**config.mk**
```make
export PLATFORM = sky130hd
export DESIGN_NAME = cfi_top
export DESIGN_NICKNAME = d
export VERILOG_FILES = /design/src/rtl/cfi_pkg.sv /design/src/rtl/cfi_top.sv
export SDC_FILE = /design/constraint.sdc
export NUM_CORES = 2
export LEC_CHECK = 0
export ABC_CLOCK_PERIOD_IN_PS = 18700
export BUFFER_PORTS_ARGS = -buffer_cell sky130_fd_sc_hd__clkbuf_2
export CAP_MARGIN = 20
export CORE_MARGIN = 2
export CORE_UTILIZATION = 57
export CTS_CLUSTER_DIAMETER = 60
export DETAILED_ROUTE_END_ITERATION = 8
export HOLD_SLACK_MARGIN = 0.15
export PLACE_DENSITY = 0.77
export SYNTH_ARGS = -nofsm -noshare
export SYNTH_HDL_FRONTEND = slang
export SYNTH_SLANG_ARGS = --single-unit
```
**constraint.sdc**
```tcl
create_clock -name sys_clk_i -period 18.7 [get_ports sys_clk_i]
set_input_delay 0 -clock sys_clk_i [delete_from_list [all_inputs] [get_ports sys_clk_i]]
set_output_delay 0 -clock sys_clk_i [all_outputs]
set_load 0.05 [all_outputs]
```
**src/rtl/cfi_pkg.sv**
```systemverilog
// Package for the counter configuration and host watchdog command interpreter
package cfi_pkg;
	// ----------------------------------------
	// Timing
	// ----------------------------------------
	localparam int CLK_PERIOD_NS = 5;
	localparam int TENTH_S_NS    = 100000000;
	localparam int TICK_CYCLES   = TENTH_S_NS / CLK_PERIOD_NS;
	// ----------------------------------------
	// Frame characters and limits
	// ----------------------------------------
	localparam logic [7:0] CH_AT   = 8'h40;
	localparam logic [7:0] CH_TIL  = 8'h7E;
	localparam logic [7:0] CH_STAR = 8'h2A;
	localparam logic [7:0] CH_OK   = 8'h21;
	localparam logic [7:0] CH_BAD  = 8'h3F;
	localparam logic [7:0] CH_CR   = 8'h0D;
	localparam int         BUF_LEN = 16;
	localparam logic [7:0] TYPE_UP   = 8'h50;
	localparam logic [7:0] TYPE_FREQ = 8'h51;
	// ----------------------------------------
	// Register map and fields
	// ----------------------------------------
	localparam logic [7:0] REG_CTRL    = 8'h00;
	localparam logic [7:0] REG_TYPE_LO = 8'h04;
	localparam logic [7:0] REG_TYPE_HI = 8'h08;
	localparam logic [7:0] REG_STATUS  = 8'h0C;
	localparam logic [7:0] REG_WDT     = 8'h10;
	localparam logic [7:0] REG_PRESET  = 8'h20;
	localparam int         CTRL_CKS_BIT = 8;
	localparam int         WST_EN_BIT   = 7;
	localparam int         WST_TO_BIT   = 2;
	localparam logic [31:0] CTRL_RST    = 32'h0000_0001;
	localparam logic [7:0]  FT_RST      = 8'h0A;
	localparam logic [31:0] TYPE_RST    = 32'h5050_5050;
	// ----------------------------------------
	// Types
	// ----------------------------------------
	typedef struct packed {
		logic        read;
		logic        write;
		logic [7:0]  address;
		logic [31:0] writedata;
	} cfi_avs_req_t;
	typedef struct packed {
		logic       valid;
		logic       err;
		logic [7:0] data;
	} cfi_rx_byte_t;
	typedef enum logic [1:0] {ST_RX = 2'b00, ST_EXEC = 2'b01, ST_SEND = 2'b10} cfi_state_t;
	typedef enum logic [3:0] {
		CMD_NONE = 4'h0, CMD_FT_RD = 4'h1, CMD_FT_WR = 4'h2, CMD_PR_RD = 4'h3,
		CMD_PR_WR = 4'h4, CMD_SC_RD = 4'h5, CMD_SC_WR = 4'h6, CMD_ALIVE = 4'h7,
		CMD_WS_RD = 4'h8, CMD_WS_CLR = 4'h9, CMD_WS_SET = 4'hA
	} cfi_cmd_t;
endpackage

```
**src/rtl/cfi_top.sv**
```systemverilog
// Command interpreter for counter configuration and host watchdog
`timescale 1ns/10ps
// Behaviour
// - Timeout-set command stores two-hex-digit value, tenths of a second, as frequency timeout.
// - Frequency channel with no pulse for whole timeout reports zero hertz.
// - Frequency timeout only acts on channels typed 51.
// - Timeout-set reply is valid marker plus own address only.
// - Replies start with ! when accepted, ? when rejected, then address.
// - Address field is two hex digits, 00 to FF.
// - Preset read of channel 0..7 answers eight hex digits after address.
// - Preset write stores eight-hex-digit value for selected channel.
// - Preset values only meaningful for up-counter channels, type 50.
// - Overflow-stop read returns bitmap, bit 0 is channel 0.
// - Overflow-stop write sets or clears each channel's stop-on-overflow.
// - Stop-on-overflow only affects up-counter channels, type 50.
// - Host-alive broadcast has no address and is never answered.
// - Watchdog status byte: bit 7 enabled, bit 2 timeout occurred.
// - Watchdog status is nonvolatile; timeout flag cleared only by status-clear command.
// - No reply on bad syntax, communication error or foreign address.
// - Watchdog timeout disables the watchdog until set up again.
// - Watchdog setup carries enable digit and two-hex-digit timeout.
// - Status-clear resets timeout flag; later reads show no timeout.
module cfi_top import cfi_pkg::*; #(
	parameter int TICK = TICK_CYCLES
) (
	input  wire logic         sys_clk_i,
	input  wire logic         rst_i,
	input  wire cfi_avs_req_t avs_req_i,
	output logic [31:0]       avs_readdata_o,
	output logic              avs_waitrequest_o,
	input  wire cfi_rx_byte_t rx_i,
	output logic              tx_valid_o,
	input  wire logic         tx_ready_i,
	output logic [7:0]        tx_data_o,
	input  wire logic [7:0]   freq_pin_i,
	input  wire logic [7:0]   nv_wdt_status_i,
	output logic [7:0]        wdt_status_o,
	output logic [7:0]        freq_zero_o,
	output logic [7:0]        stop_ovf_o
);
	// ----------------------------------------
	// Hex helpers
	// ----------------------------------------
	function automatic logic [4:0] hexval(input logic [7:0] c);
		if (c >= 8'h30 && c <= 8'h39)
			return {1'b0, 4'(c - 8'h30)};
		else if (c >= 8'h41 && c <= 8'h46)
			return {1'b0, 4'(c - 8'h37)};
		else
			return 5'h10;
	endfunction
	function automatic logic [7:0] tohex(input logic [3:0] n);
		return (n < 4'hA) ? 8'h30 + {4'h0, n} : 8'h37 + {4'h0, n};
	endfunction

	// ----------------------------------------
	// State
	// ----------------------------------------
	cfi_state_t  state;
	logic [7:0]  buf_mem [BUF_LEN];
	logic [4:0]  rx_len;
	logic        rx_bad;
	logic [31:0] ctrl;
	logic [63:0] types;
	logic [7:0]  freq_to;
	logic [7:0]  stop_map;
	logic [31:0] preset [8];
	logic        wdt_en;
	logic [7:0]  wdt_to;
	logic        wdt_flag;
	logic        nv_loaded;
	logic [7:0]  wdt_cnt;
	logic [31:0] tick_cnt;
	logic        tick;
	logic        rep_mark;
	logic [3:0]  rep_nibs;
	logic [31:0] rep_data;
	logic [3:0]  tx_pos;
	logic [7:0]  tx_sum;
	logic        avs_ack;
	logic [7:0]  up_mask;
	logic [7:0]  freq_mask;

	wire       cks_en  = ctrl[CTRL_CKS_BIT];
	wire [7:0] my_addr = ctrl[7:0];

	// ----------------------------------------
	// Frame decode
	// ----------------------------------------
	cfi_cmd_t    d_cmd;
	logic        d_ok;
	logic        d_rej;
	logic [7:0]  d_v8;
	logic [31:0] d_v32;
	logic [2:0]  d_ch;
	logic [4:0]  blen;
	logic [7:0]  csum;
	logic [4:0]  hx;
	logic        vbad;
	logic        pbad;
	logic [4:0]  h_ch;
	logic [4:0]  h_a1;
	logic [4:0]  h_a2;
	logic [4:0]  h_k1;
	logic [4:0]  h_k2;

	always_comb begin
		d_cmd = CMD_NONE;
		d_ok  = 1'b0;
		d_rej = 1'b0;
		csum  = 8'h00;
		pbad  = 1'b0;
		d_v32 = 32'h0;
		blen  = cks_en ? rx_len - 5'd2 : rx_len;
		h_ch  = hexval(buf_mem[4]);
		h_a1  = hexval(buf_mem[1]);
		h_a2  = hexval(buf_mem[2]);
		h_k1  = hexval(buf_mem[blen[3:0]]);
		h_k2  = hexval(buf_mem[4'(blen + 5'd1)]);
		for (int i = 0; i < BUF_LEN; i++) begin
			if (5'(i) < blen)
				csum = csum + buf_mem[i];
		end
		for (int i = 0; i < 8; i++) begin
			hx    = hexval(buf_mem[5 + i]);
			pbad  = pbad | hx[4];
			d_v32 = {d_v32[27:0], hx[3:0]};
		end
		hx   = hexval(buf_mem[5]);
		vbad = hx[4];
		d_v8 = {hx[3:0], 4'h0};
		hx   = hexval(buf_mem[6]);
		vbad = vbad | hx[4];
		d_v8 = d_v8 | {4'h0, hx[3:0]};
		d_ch = buf_mem[4][2:0];
		if (buf_mem[0] == CH_AT) begin
			if (buf_mem[3] == 8'h46 && buf_mem[4] == 8'h54)
				d_cmd = (blen == 5'd5) ? CMD_FT_RD : (blen == 5'd7 && !vbad) ? CMD_FT_WR : CMD_NONE;
			else if (buf_mem[3] == 8'h53 && buf_mem[4] == 8'h43)
				d_cmd = (blen == 5'd5) ? CMD_SC_RD : (blen == 5'd7 && !vbad) ? CMD_SC_WR : CMD_NONE;
			else if (buf_mem[3] == 8'h47 && blen == 5'd5 && !h_ch[4])
				d_cmd = CMD_PR_RD;
			else if (buf_mem[3] == 8'h50 && blen == 5'd13 && !h_ch[4] && !pbad)
				d_cmd = CMD_PR_WR;
		end else if (buf_mem[0] == CH_TIL) begin
			if (buf_mem[1] == CH_STAR && buf_mem[2] == CH_STAR && blen == 5'd3)
				d_cmd = CMD_ALIVE;
			else if (buf_mem[3] == 8'h30 && blen == 5'd4)
				d_cmd = CMD_WS_RD;
			else if (buf_mem[3] == 8'h31 && blen == 5'd4)
				d_cmd = CMD_WS_CLR;
			else if (buf_mem[3] == 8'h33 && blen == 5'd7 && !vbad)
				d_cmd = CMD_WS_SET;
		end
		if (d_cmd == CMD_ALIVE)
			d_ok = 1'b1;
		else if (d_cmd != CMD_NONE && !h_a1[4] && !h_a2[4])
			d_ok = {h_a1[3:0], h_a2[3:0]} == my_addr;
		if (cks_en && csum != {h_k1[3:0], h_k2[3:0]})
			d_ok = 1'b0;
		if (d_cmd == CMD_PR_RD || d_cmd == CMD_PR_WR)
			d_rej = buf_mem[4] > 8'h37 || !up_mask[d_ch];
		if (d_cmd == CMD_WS_SET)
			d_rej = buf_mem[4] != 8'h30 && buf_mem[4] != 8'h31;
	end

	wire exec_go  = state == ST_EXEC && d_ok;
	wire do_ft    = exec_go && d_cmd == CMD_FT_WR;
	wire do_pr    = exec_go && d_cmd == CMD_PR_WR && !d_rej;
	wire do_sc    = exec_go && d_cmd == CMD_SC_WR;
	wire do_alive = exec_go && d_cmd == CMD_ALIVE;
	wire do_clr   = exec_go && d_cmd == CMD_WS_CLR;
	wire do_set   = exec_go && d_cmd == CMD_WS_SET && !d_rej;
	wire has_rep  = exec_go && d_cmd != CMD_ALIVE;
	wire [3:0] tx_last = rep_nibs + (cks_en ? 4'd5 : 4'd3);

	// ----------------------------------------
	// Receive and command state machine
	// ----------------------------------------
	wire rx_cr = rx_i.valid && rx_i.data == CH_CR;
	always_ff @(posedge sys_clk_i or posedge rst_i) begin
		if (rst_i) begin
			state  <= ST_RX;
			rx_len <= 5'd0;
			rx_bad <= 1'b0;
		end else begin
			case (state)
				ST_RX: begin
					if (rx_cr) begin
						state  <= (!rx_bad && !rx_i.err && rx_len != 5'd0) ? ST_EXEC : ST_RX;
						rx_bad <= 1'b0;
						if (rx_bad || rx_i.err)
							rx_len <= 5'd0;
					end else if (rx_i.valid) begin
						if (rx_i.err || rx_len == 5'(BUF_LEN))
							rx_bad <= 1'b1;
						else
							rx_len <= rx_len + 5'd1;
					end
				end
				ST_EXEC: begin
					rx_len <= 5'd0;
					state  <= has_rep ? ST_SEND : ST_RX;
				end
				ST_SEND: begin
					if (tx_ready_i && tx_pos == tx_last)
						state <= ST_RX;
				end
				default: state <= ST_RX;
			endcase
		end
	end

	always_ff @(posedge sys_clk_i) begin
		if (state == ST_RX && rx_i.valid && !rx_cr && rx_len < 5'(BUF_LEN))
			buf_mem[rx_len[3:0]] <= rx_i.data;
	end

	// ----------------------------------------
	// Reply generation
	// ----------------------------------------
	logic [7:0] next_char;
	logic [3:0] nib;
	wire  [7:0] next_sum = tx_sum + tx_data_o;
	wire  [3:0] npos     = tx_pos + 4'd1;
	always_comb begin
		nib = 4'(rep_data >> (4 * (rep_nibs - (npos - 4'd2))));
		if (npos == 4'd1)
			next_char = tohex(my_addr[7:4]);
		else if (npos == 4'd2)
			next_char = tohex(my_addr[3:0]);
		else if (npos < rep_nibs + 4'd3)
			next_char = tohex(nib);
		else if (npos == tx_last)
			next_char = CH_CR;
		else if (npos == rep_nibs + 4'd3)
			next_char = tohex(next_sum[7:4]);
		else
			next_char = tohex(tx_sum[3:0]);
	end

	always_ff @(posedge sys_clk_i or posedge rst_i) begin
		if (rst_i) begin
			rep_mark  <= 1'b0;
			rep_nibs  <= 4'd0;
			rep_data  <= 32'h0;
			tx_pos    <= 4'd0;
			tx_sum    <= 8'h00;
			tx_data_o <= 8'h00;
		end else if (state == ST_EXEC) begin
			rep_mark  <= !d_rej;
			tx_data_o <= d_rej ? CH_BAD : CH_OK;
			tx_pos    <= 4'd0;
			tx_sum    <= 8'h00;
			rep_nibs  <= 4'd0;
			rep_data  <= 32'h0;
			if (!d_rej) begin
				case (d_cmd)
					CMD_FT_RD: begin
						rep_nibs <= 4'd2;
						rep_data <= {24'h0, freq_to};
					end
					CMD_PR_RD: begin
						rep_nibs <= 4'd8;
						rep_data <= preset[d_ch];
					end
					CMD_SC_RD: begin
						rep_nibs <= 4'd2;
						rep_data <= {24'h0, stop_map};
					end
					CMD_WS_RD: begin
						rep_nibs <= 4'd2;
						rep_data <= {24'h0, wdt_status_o};
					end
					default: rep_nibs <= 4'd0;
				endcase
			end
		end else if (state == ST_SEND && tx_ready_i) begin
			tx_pos    <= npos;
			tx_sum    <= next_sum;
			tx_data_o <= next_char;
		end
	end
	assign tx_valid_o = state == ST_SEND;

	// ----------------------------------------
	// Configuration and watchdog state
	// ----------------------------------------
	// Write lands at the edge where waitrequest is low
	wire avs_wr = avs_req_i.write && avs_ack;
	wire wdt_exp = wdt_en && wdt_to != 8'h00 && tick && wdt_cnt + 8'd1 >= wdt_to;
	always_ff @(posedge sys_clk_i or posedge rst_i) begin
		if (rst_i) begin
			freq_to   <= FT_RST;
			stop_map  <= 8'h00;
			wdt_en    <= 1'b0;
			wdt_to    <= 8'h00;
			wdt_flag  <= 1'b0;
			nv_loaded <= 1'b0;
			wdt_cnt   <= 8'h00;
			ctrl      <= CTRL_RST;
			types     <= {TYPE_RST, TYPE_RST};
		end else begin
			nv_loaded <= 1'b1;
			if (do_ft)
				freq_to <= d_v8;
			if (do_sc)
				stop_map <= d_v8;
			if (avs_wr && avs_req_i.address == REG_CTRL)
				ctrl <= avs_req_i.writedata;
			if (avs_wr && avs_req_i.address == REG_TYPE_LO)
				types[31:0] <= avs_req_i.writedata;
			if (avs_wr && avs_req_i.address == REG_TYPE_HI)
				types[63:32] <= avs_req_i.writedata;
			// Status restored once after reset, so it survives power cycles
			if (!nv_loaded) begin
				wdt_en   <= nv_wdt_status_i[WST_EN_BIT];
				wdt_flag <= nv_wdt_status_i[WST_TO_BIT];
			end else begin
				if (wdt_exp)
					wdt_flag <= 1'b1;
				else if (do_clr)
					wdt_flag <= 1'b0;
				if (wdt_exp)
					wdt_en <= 1'b0;
				else if (do_set)
					wdt_en <= buf_mem[4][0];
			end
			if (do_set)
				wdt_to <= d_v8;
			if (do_alive || do_set || !wdt_en || wdt_exp)
				wdt_cnt <= 8'h00;
			else if (tick)
				wdt_cnt <= wdt_cnt + 8'd1;
		end
	end
	assign wdt_status_o = {wdt_en, 4'h0, wdt_flag, 2'b00};

	always_ff @(posedge sys_clk_i or posedge rst_i) begin
		if (rst_i) begin
			tick_cnt <= 32'h0;
			tick     <= 1'b0;
		end else begin
			tick     <= tick_cnt == 32'(TICK - 1);
			tick_cnt <= (tick_cnt == 32'(TICK - 1)) ? 32'h0 : tick_cnt + 32'h1;
		end
	end

	// ----------------------------------------
	// Per-channel preset, overflow stop and frequency timeout
	// ----------------------------------------
	for (genvar c = 0; c < 8; c++) begin : g_ch
		logic [2:0] sync;
		logic [7:0] idle;
		assign up_mask[c]   = types[8*c +: 8] == TYPE_UP;
		assign freq_mask[c] = types[8*c +: 8] == TYPE_FREQ;
		assign stop_ovf_o[c] = stop_map[c] && up_mask[c];
		always_ff @(posedge sys_clk_i or posedge rst_i) begin
			if (rst_i) begin
				preset[c]      <= 32'h0;
				sync           <= 3'b000;
				idle           <= 8'h00;
				freq_zero_o[c] <= 1'b0;
			end else begin
				if (do_pr && d_ch == 3'(c))
					preset[c] <= d_v32;
				sync <= {sync[1:0], freq_pin_i[c]};
				// A pulse counts when the second stage is high and the third stage is still low
				if (sync[1] && !sync[2])
					idle <= 8'h00;
				else if (tick && idle != 8'hFF)
					idle <= idle + 8'd1;
				freq_zero_o[c] <= freq_mask[c] && idle >= freq_to;
			end
		end
	end

	// ----------------------------------------
	// Avalon-MM slave, one wait cycle per access
	// ----------------------------------------
	wire [31:0] rd_mux =
		avs_req_i.address == REG_CTRL    ? ctrl :
		avs_req_i.address == REG_TYPE_LO ? types[31:0] :
		avs_req_i.address == REG_TYPE_HI ? types[63:32] :
		avs_req_i.address == REG_STATUS  ? {freq_zero_o, stop_map, freq_to, wdt_status_o} :
		avs_req_i.address == REG_WDT     ? {23'h0, wdt_en, wdt_to} :
		avs_req_i.address[7:5] == REG_PRESET[7:5] && avs_req_i.address[4:2] <= 3'd7 ?
			preset[avs_req_i.address[4:2]] : 32'h0;
	always_ff @(posedge sys_clk_i or posedge rst_i) begin
		if (rst_i) begin
			avs_ack        <= 1'b0;
			avs_readdata_o <= 32'h0;
		end else begin
			avs_ack <= (avs_req_i.read || avs_req_i.write) && !avs_ack;
			if (avs_req_i.read && !avs_ack)
				avs_readdata_o <= rd_mux;
		end
	end
	assign avs_waitrequest_o = (avs_req_i.read || avs_req_i.write) && !avs_ack;

	// ----------------------------------------
	// Checks
	// ----------------------------------------
	alive_silent_a: assert property (@(posedge sys_clk_i) disable iff (rst_i)
		do_alive |=> state == ST_RX) else $error("reply to host-alive");
	foreign_silent_a: assert property (@(posedge sys_clk_i) disable iff (rst_i)
		state == ST_EXEC && !d_ok |=> state == ST_RX) else $error("reply without match");
	reply_marker_a: assert property (@(posedge sys_clk_i) disable iff (rst_i)
		$rose(tx_valid_o) |-> tx_data_o == CH_OK || tx_data_o == CH_BAD) else $error("bad marker");
	wdt_expire_a: assert property (@(posedge sys_clk_i) disable iff (rst_i)
		wdt_exp |=> wdt_flag && !wdt_en) else $error("expiry not taken");
	wdt_clear_a: assert property (@(posedge sys_clk_i) disable iff (rst_i)
		do_clr && !wdt_exp |=> !wdt_flag) else $error("clear ignored");
	ft_store_a: assert property (@(posedge sys_clk_i) disable iff (rst_i)
		do_ft |=> freq_to == $past(d_v8)) else $error("timeout not stored");
	sc_map_a: assert property (@(posedge sys_clk_i) disable iff (rst_i)
		stop_ovf_o == (stop_map & up_mask)) else $error("stop map leak");
	preset_rej_a: assert property (@(posedge sys_clk_i) disable iff (rst_i)
		exec_go && d_cmd == CMD_PR_RD && !up_mask[d_ch] |=> tx_data_o == CH_BAD) else $error("no reject");
	avs_wait_a: assert property (@(posedge sys_clk_i) disable iff (rst_i)
		avs_waitrequest_o |=> !avs_waitrequest_o) else $error("wait too long");
	frame_end_a: assert property (@(posedge sys_clk_i) disable iff (rst_i)
		state == ST_SEND && tx_ready_i && tx_pos == tx_last |-> tx_data_o == CH_CR) else $error("no CR");
	cv_preset_rd_c: cover property (@(posedge sys_clk_i) exec_go && d_cmd == CMD_PR_RD);
	cv_alive_c: cover property (@(posedge sys_clk_i) do_alive);
	cv_expire_c: cover property (@(posedge sys_clk_i) wdt_exp);
endmodule

```
# --- Word level (Yosys, flattened, before mapping) ---
# Memory sizes are Yosys's and may differ from the RTL's.
# Index checks and enable logic that the tools add are counted.
op_classes:
  n_eq_ne: 86
  add_sub_neg: 70
  n_mux: 138
  n_shift: 1
  n_lt_le_gt_ge: 89
  n_bitwise: 10
  reduce_logical: 163
op_table:
  columns: ["cell", "count"]
  rows:
  - ["$mux W32", 12]
  - ["$mux W8", 38]
  - ["$bmux W32 S3", 2]
  - ["$eq A8 B7 Y1 const B", 24]
  - ["$mux W5", 28]
  - ["$add A8 B8 Y8", 16]
  - ["$pmux W32 S4", 1]
  - ["$logic_and A1 B1 Y1", 112]
  - ["$ge A8 B6 Y1 const B", 13]
  - ["$ge A8 B7 Y1 const B", 13]
  - ["$le A8 B6 Y1 const B", 13]
  - ["$le A8 B7 Y1 const B", 13]
  - ["$add A8 B1 Y8 const B", 9]
  - ["$ge A8 B8 Y1", 9]
  - ["$add A6 B4 Y7 const A", 10]
  - ["$mux W7", 10]
  - ["$ne A8 B8 Y1 const B", 8]
  - ["$mux W4", 13]
  - ["$sub A4 B1 Y4 const B", 13]
  - ["$sub A4 B3 Y4 const B", 13]
  - ["$eq A8 B6 Y1 const B", 5]
  - ["$lt A4 B5 Y1 const A", 8]
  - ["$add A32 B1 Y32 const B", 1]
  - ["$eq A32 B25 Y1 const B", 1]
  - ["other kinds (66)", 172]
totals:
  word_cells: 612
  memories: 1
  ram_bits: 128
  ff_bits: 613
  in_bits: 71
memory_table:
  columns: ["name", "words", "width", "read_ports", "rd_ports_with_merged_regs", "write_ports", "line_no", "source"]
  rows:
  - ["buf_mem", 16, 8, 18, 0, 1, "cfi_top.sv:60", "logic [7:0] buf_mem [BUF_LEN];"]

# --- Depth between registers and ports, before layout ---
depth:
  ltp_word: 44
  depth_mapped: 93

# --- Least setup slack after synthesis ---
# No wires, ideal clock.
synth_path:
  path_type: "register to register"
  startpoint: "reg rx_len[2]"
  endpoint: "reg preset[128] in the netlist's numbering"
  stages_incl_launch_ff: 90
  period_less_slack_ps: 18527
  required_ps: 18575
  setup_slack_ps: 173
  path_buffers: 6
  arrival_ps: 18401
  path_cell_list: "dfrtp_1 -> buf_2 -> buf_1 -> inv_1 -> ha_1 -> clkbuf_1 -> and4b_1 -> a22oi_2 -> nor2_1 -> nor2b_1 -> ha_1 -> fa_1 -> inv_1 -> mux2_2 -> inv_1 -> ha_1 -> a211o_1 -> o211ai_1 -> [... 54 more ...] -> ha_1 -> xnor2_1 -> nor2_1 -> a31oi_1 -> ha_1 -> o41ai_1 -> mux2i_1 -> xnor2_1 -> xor2_1 -> xnor3_1 -> xnor3_1 -> nor4_4 -> o21ai_2 -> buf_6 -> or4_1 -> buf_2 -> buf_6 -> mux2_4"
synth_via:
  elab_chain_len: 41
  word_cells_on_any_way: 121
  cone_classes: "add/sub (21); order compare (24); eq/ne (10); mux (40); reduce/logical (25); memory (1)"
synth_lines:
  columns: ["item", "line_no", "source"]
  rows:
  - ["start, declared", "cfi_top.sv:61", "logic [4:0] rx_len;"]
  - ["start signal, assigned", "cfi_top.sv:198", "rx_len <= rx_len + 5'd1;"]
  - ["$sub A5 B2 Y5", "cfi_top.sv:114", "blen = cks_en ? rx_len - 5'd2 : rx_len;"]
  - ["$mux W5 (*)", "cfi_top.sv:114", null]
  - ["$lt A1 B5 Y1", "cfi_top.sv:121", "if (5'(i) < blen)"]
  - ["$mux W8", "cfi_top.sv:121", null]
  - ["$add A8 B8 Y8", "cfi_top.sv:122", "csum = csum + buf_mem[i];"]
  - ["$mux W8", "cfi_top.sv:121", null]
  - ["$add A8 B8 Y8", "cfi_top.sv:122", null]
  - ["$mux W8", "cfi_top.sv:121", null]
  - ["[... 25 more ...]", null, null]
  - ["$mux W8", "cfi_top.sv:121", null]
  - ["$ne A8 B8 Y1", "cfi_top.sv:159", "if (cks_en && csum != {h_k1[3:0], h_k2[3:0]})"]
  - ["$logic_and A1 B1 Y1", "cfi_top.sv:159", null]
  - ["$mux W1", "cfi_top.sv:159", null]
  - ["$logic_and A1 B1 Y1", "cfi_top.sv:167", "wire exec_go = state == ST_EXEC && d_ok;"]
  - ["$logic_and A1 B1 Y1", "cfi_top.sv:169", "wire do_pr = exec_go && d_cmd == CMD_PR_WR && !d_rej;"]
  - ["$logic_and A1 B1 Y1 (*)", "cfi_top.sv:169", null]
  - ["$logic_and A1 B1 Y1 (*)", "cfi_top.sv:365", "if (do_pr && d_ch == 3'(c))"]
  - ["end signal, assigned by index", "cfi_top.sv:366", "preset[c] <= d_v32;"]
  - ["end, declared", "cfi_top.sv:67", "logic [31:0] preset [8];"]
# Every way passes the cells marked *; elsewhere a longest branch is shown, timed or not.
# A chain may end at the register's enable or synchronous reset.

# --- Final worst setup path ---
layout_path:
  startpoint: "reg rx_len[2]"
  endpoint: "reg preset[1] in the netlist's numbering"
# Same word-level chain as after synthesis.

==> flow_metrics.py <==
metrics = {
    "placed_design": {
        "place_hpwl_microns": 107000,
        "io_buffer_count": 123,
        "pre_cts_ws_ns": -0.460,
        "routabilityCongestion": 1.03,
    },
    "clock_tree": {
        "cts.clk_slew.worst_paths_ns": 0.06,
        "cts_tree": "yes",
        "cts_max_level": 3,
        "worstSkewPairLatency_ns": 0.67,
        "cts_inserted_buffers": 82,
        "cts.sinks": 738,
        "root_buffer": "clkbuf_16",
        "ctsLongestPathBuffers": 3,
    },
    "detailed_routing": {
        "via_count": 39200,
        "drt_first_pass_iters": 7,
        "first_iter_violations": 4934,
        "via_per_inst": 6.70,
        "routed_wl_microns": 156000,
        "drc": 0,
        "ant_nets": 0,
        "post_drt_wl_per_cell_microns": 26.7,
    },
    "yosys": {
        "syn_area_sq_um": 48200,
        "synth-seq-area-share": 0.397,
        "yosysMostFrequentCell": "dfrtp_1",
        "yosysTopAreaCell": "dfrtp_1",
        "avgSynthCellArea_sq_um": 11.0,
        "ys_top_cells_by_area": "dfrtp_1 31%, mux4_2 9.3%, edfxtp_1 8.0%, mux2_2 7.5%, ha_1 7.2%",
        "ys_async_sr_fraction": 0.827,
        "synthTopCellsByCount": "591 x dfrtp_1, 321 x mux2_2, 321 x nand2_1",
        "synth_warnings": 0,
        "synth_cell_type_count": 108,
        "ys.flop_type": "dfrtp_1",
        "synth_edf_count": 128,
        "synth-seq-cells": 738,
        "yosysTopAreaCellShare": 0.307,
        "netlist_instances": 4361,
    },
    "worst_setup_path": {
        "critPathSlowestCell": "fa_1",
        "worstSetupStartpointType": "flip-flop",
        "reg2reg_slack_ns": 0.76,
        "cp-end-kind": "flip-flop",
        "crit_arrival_ns": 18.47,
        "critical_path_class": "reg -> reg",
        "crit_top_cell": "ha_1",
        "cp_data_required_time_ns": 19.23,
        "crit_buf_inv": 12,
        "critPathMaxStageDelay_ns": 0.48,
        "cp_top_family": "adder cells",
        "crit_fanout": 11,
    },
    "grt": {
        "use_met1": 0.464,
        "grt_max_degree": 188,
        "grt_pass1_wl_microns": 231000,
        "grt.total_usage": 0.350,
        "grt_use_met2": 0.531,
        "grt_pass1_vias": 38300,
        "top_usage_layer": "met2",
        "antenna_found_initial": 5,
        "grt_use_met3": 0.0867,
        "grt_overflow": 0,
    },
    "floorplan": {
        "die_w_microns": 295,
        "die_h_microns": 295,
        "pin_count": 137,
        "coreArea_sq_um": 83700,
        "die_area_sq_um": 86900,
        "placementRows": 106,
        "initial_utilization": 0.576,
    },
    "cells_and_area": {
        "area_growth_pct": 14.7,
        "drive_gt1_frac": 0.250,
        "nets": 5009,
    },
    "timing": {
        "slew_violations": 0,
        "setup_tns_ns": 0,
        "finalHoldViolations": 0,
        "slew_headroom": 0.219,
        "holdWs_ns": 0.169,
        "worst_pin_slew_ns": 1.17,
        "max_freq_mhz": 55.7,
        "timing.final.ws_setup_ns": 0.760,
        "fin_crit_sh": 0.959,
        "fin_skew_ns": 0.0336,
        "setup_viol": 0,
        "min_period_ns": 17.94,
    },
    "job": {
        "drv_cap": 0,
    },
    "worst_hold_path": {
        "hold_path.class": "in -> reg",
    },
    "outcome": {
        "status": "finished, final reports clean",
    },
}
==> state kept, by name, indices dropped and copies added, names as in the netlist, 7 cells and up <==
name,cells
avs_readdata_o,32
buf_mem,128
ctrl,32
freq_to,8
freq_zero_o,8
g_ch.idle,64
g_ch.sync,24
preset,256
rep_data,32
stop_map,8
tick_cnt,32
tx_data_o,7
tx_sum,8
types,64
wdt_cnt,8
wdt_to,8
==> final timing paths <==
path	start	endpoint	depth (start not counted)
setup / recovery	rx_len[2]	preset[1]	88
hold / removal	avs_req_i[29]	types[29]	3
setup reg to reg	rx_len[2]	preset[1]	88
hold reg to reg	g_ch[4].sync[0]	g_ch[4].sync[1]	0
max in group asynchronous	rst_i	rx_len[0]	6
min in group asynchronous	rst_i	ctrl[23]	4
==> cells by family after synthesis <==
kind of cell	after synthesis	share of synthesized area
AOI/OAI and AO/OA	859	0.114
xor gates and xnor gates	213	0.0405
adders and majority gates	292	0.0783
buffers and inverters	351	0.0315
DFF	738	0.397
muxes	717	0.215
other	2	0.000156
and+or+nand+nor	1189	0.123
==> worst reg2reg max path: cells and delay by family (launching register included) <==
kind                       cells  cell delay [ns]
DFF                            1             0.38
and+or+nand+nor               21             3.02
muxes                          5             1.34
buffers and inverters         12             1.64
xor gates and xnor gates      15             3.04
AOI/OAI and AO/OA             18             2.80
adders and majority gates     17             5.59
==> stage by stage <==
step	instance area, sq um	util	cells
6_report	55300	0.661	5850
5_1_grt	55300	0.660	5847
4_1_cts	54600	0.652	5817
3_5_place_dp	50700	0.605	5570
3_3_place_gp	50700	0.605	5570
2_1_floorplan	48200	-	4367
==> layout by cell type, fill, tap and decap left out, drive strengths merged, types with 61 or more instances in the layout <==
cell / n
a21oi: 216
buf: 192
clkbuf: 239
dfrtp: 591
dlygate4sd3: 86
edfxtp: 128
ha: 276
inv: 150
mux2: 388
mux2i: 130
mux4: 199
nand2: 321
nand2b: 68
nand3: 104
nor2: 303
nor2b: 62
nor3: 61
o21ai: 263
xnor2: 105
xor2: 104
==> cell type report <==
cell class              count  area (sq um)
clock buffers             111          2320
clock inverters            39           622
well taps                1134          1420
multi-input cells        3278         28000
flip-flops and latches    738         19100
diodes                      4          10.0
repair buffers            408          3230
fillers                  6142         28400
inverters                 138           526
==> metal layers <==
| layer | wire length, microns | up-vias |
|---|---|---|
| met5 | 8 | - |
| li1 | - | 16800 |
| met2 | 69000 | 2335 |
| met4 | 9960 | 2 |
| met3 | 17300 | 602 |
| met1 | 59700 | 19500 |
==> timing repair <==
item                                   CTS  global route
cloned                                   0             6
gates resized for setup                 12            76
hold buffers                            86             0
endpoints found under the hold margin  367             0
setup buffers                           11            17
setup endpoints to repair              272           291
pin swaps                                3            30
Power is not shown: default switching activity piles up to over one toggle a cycle in this logic, so the estimate is an artifact.
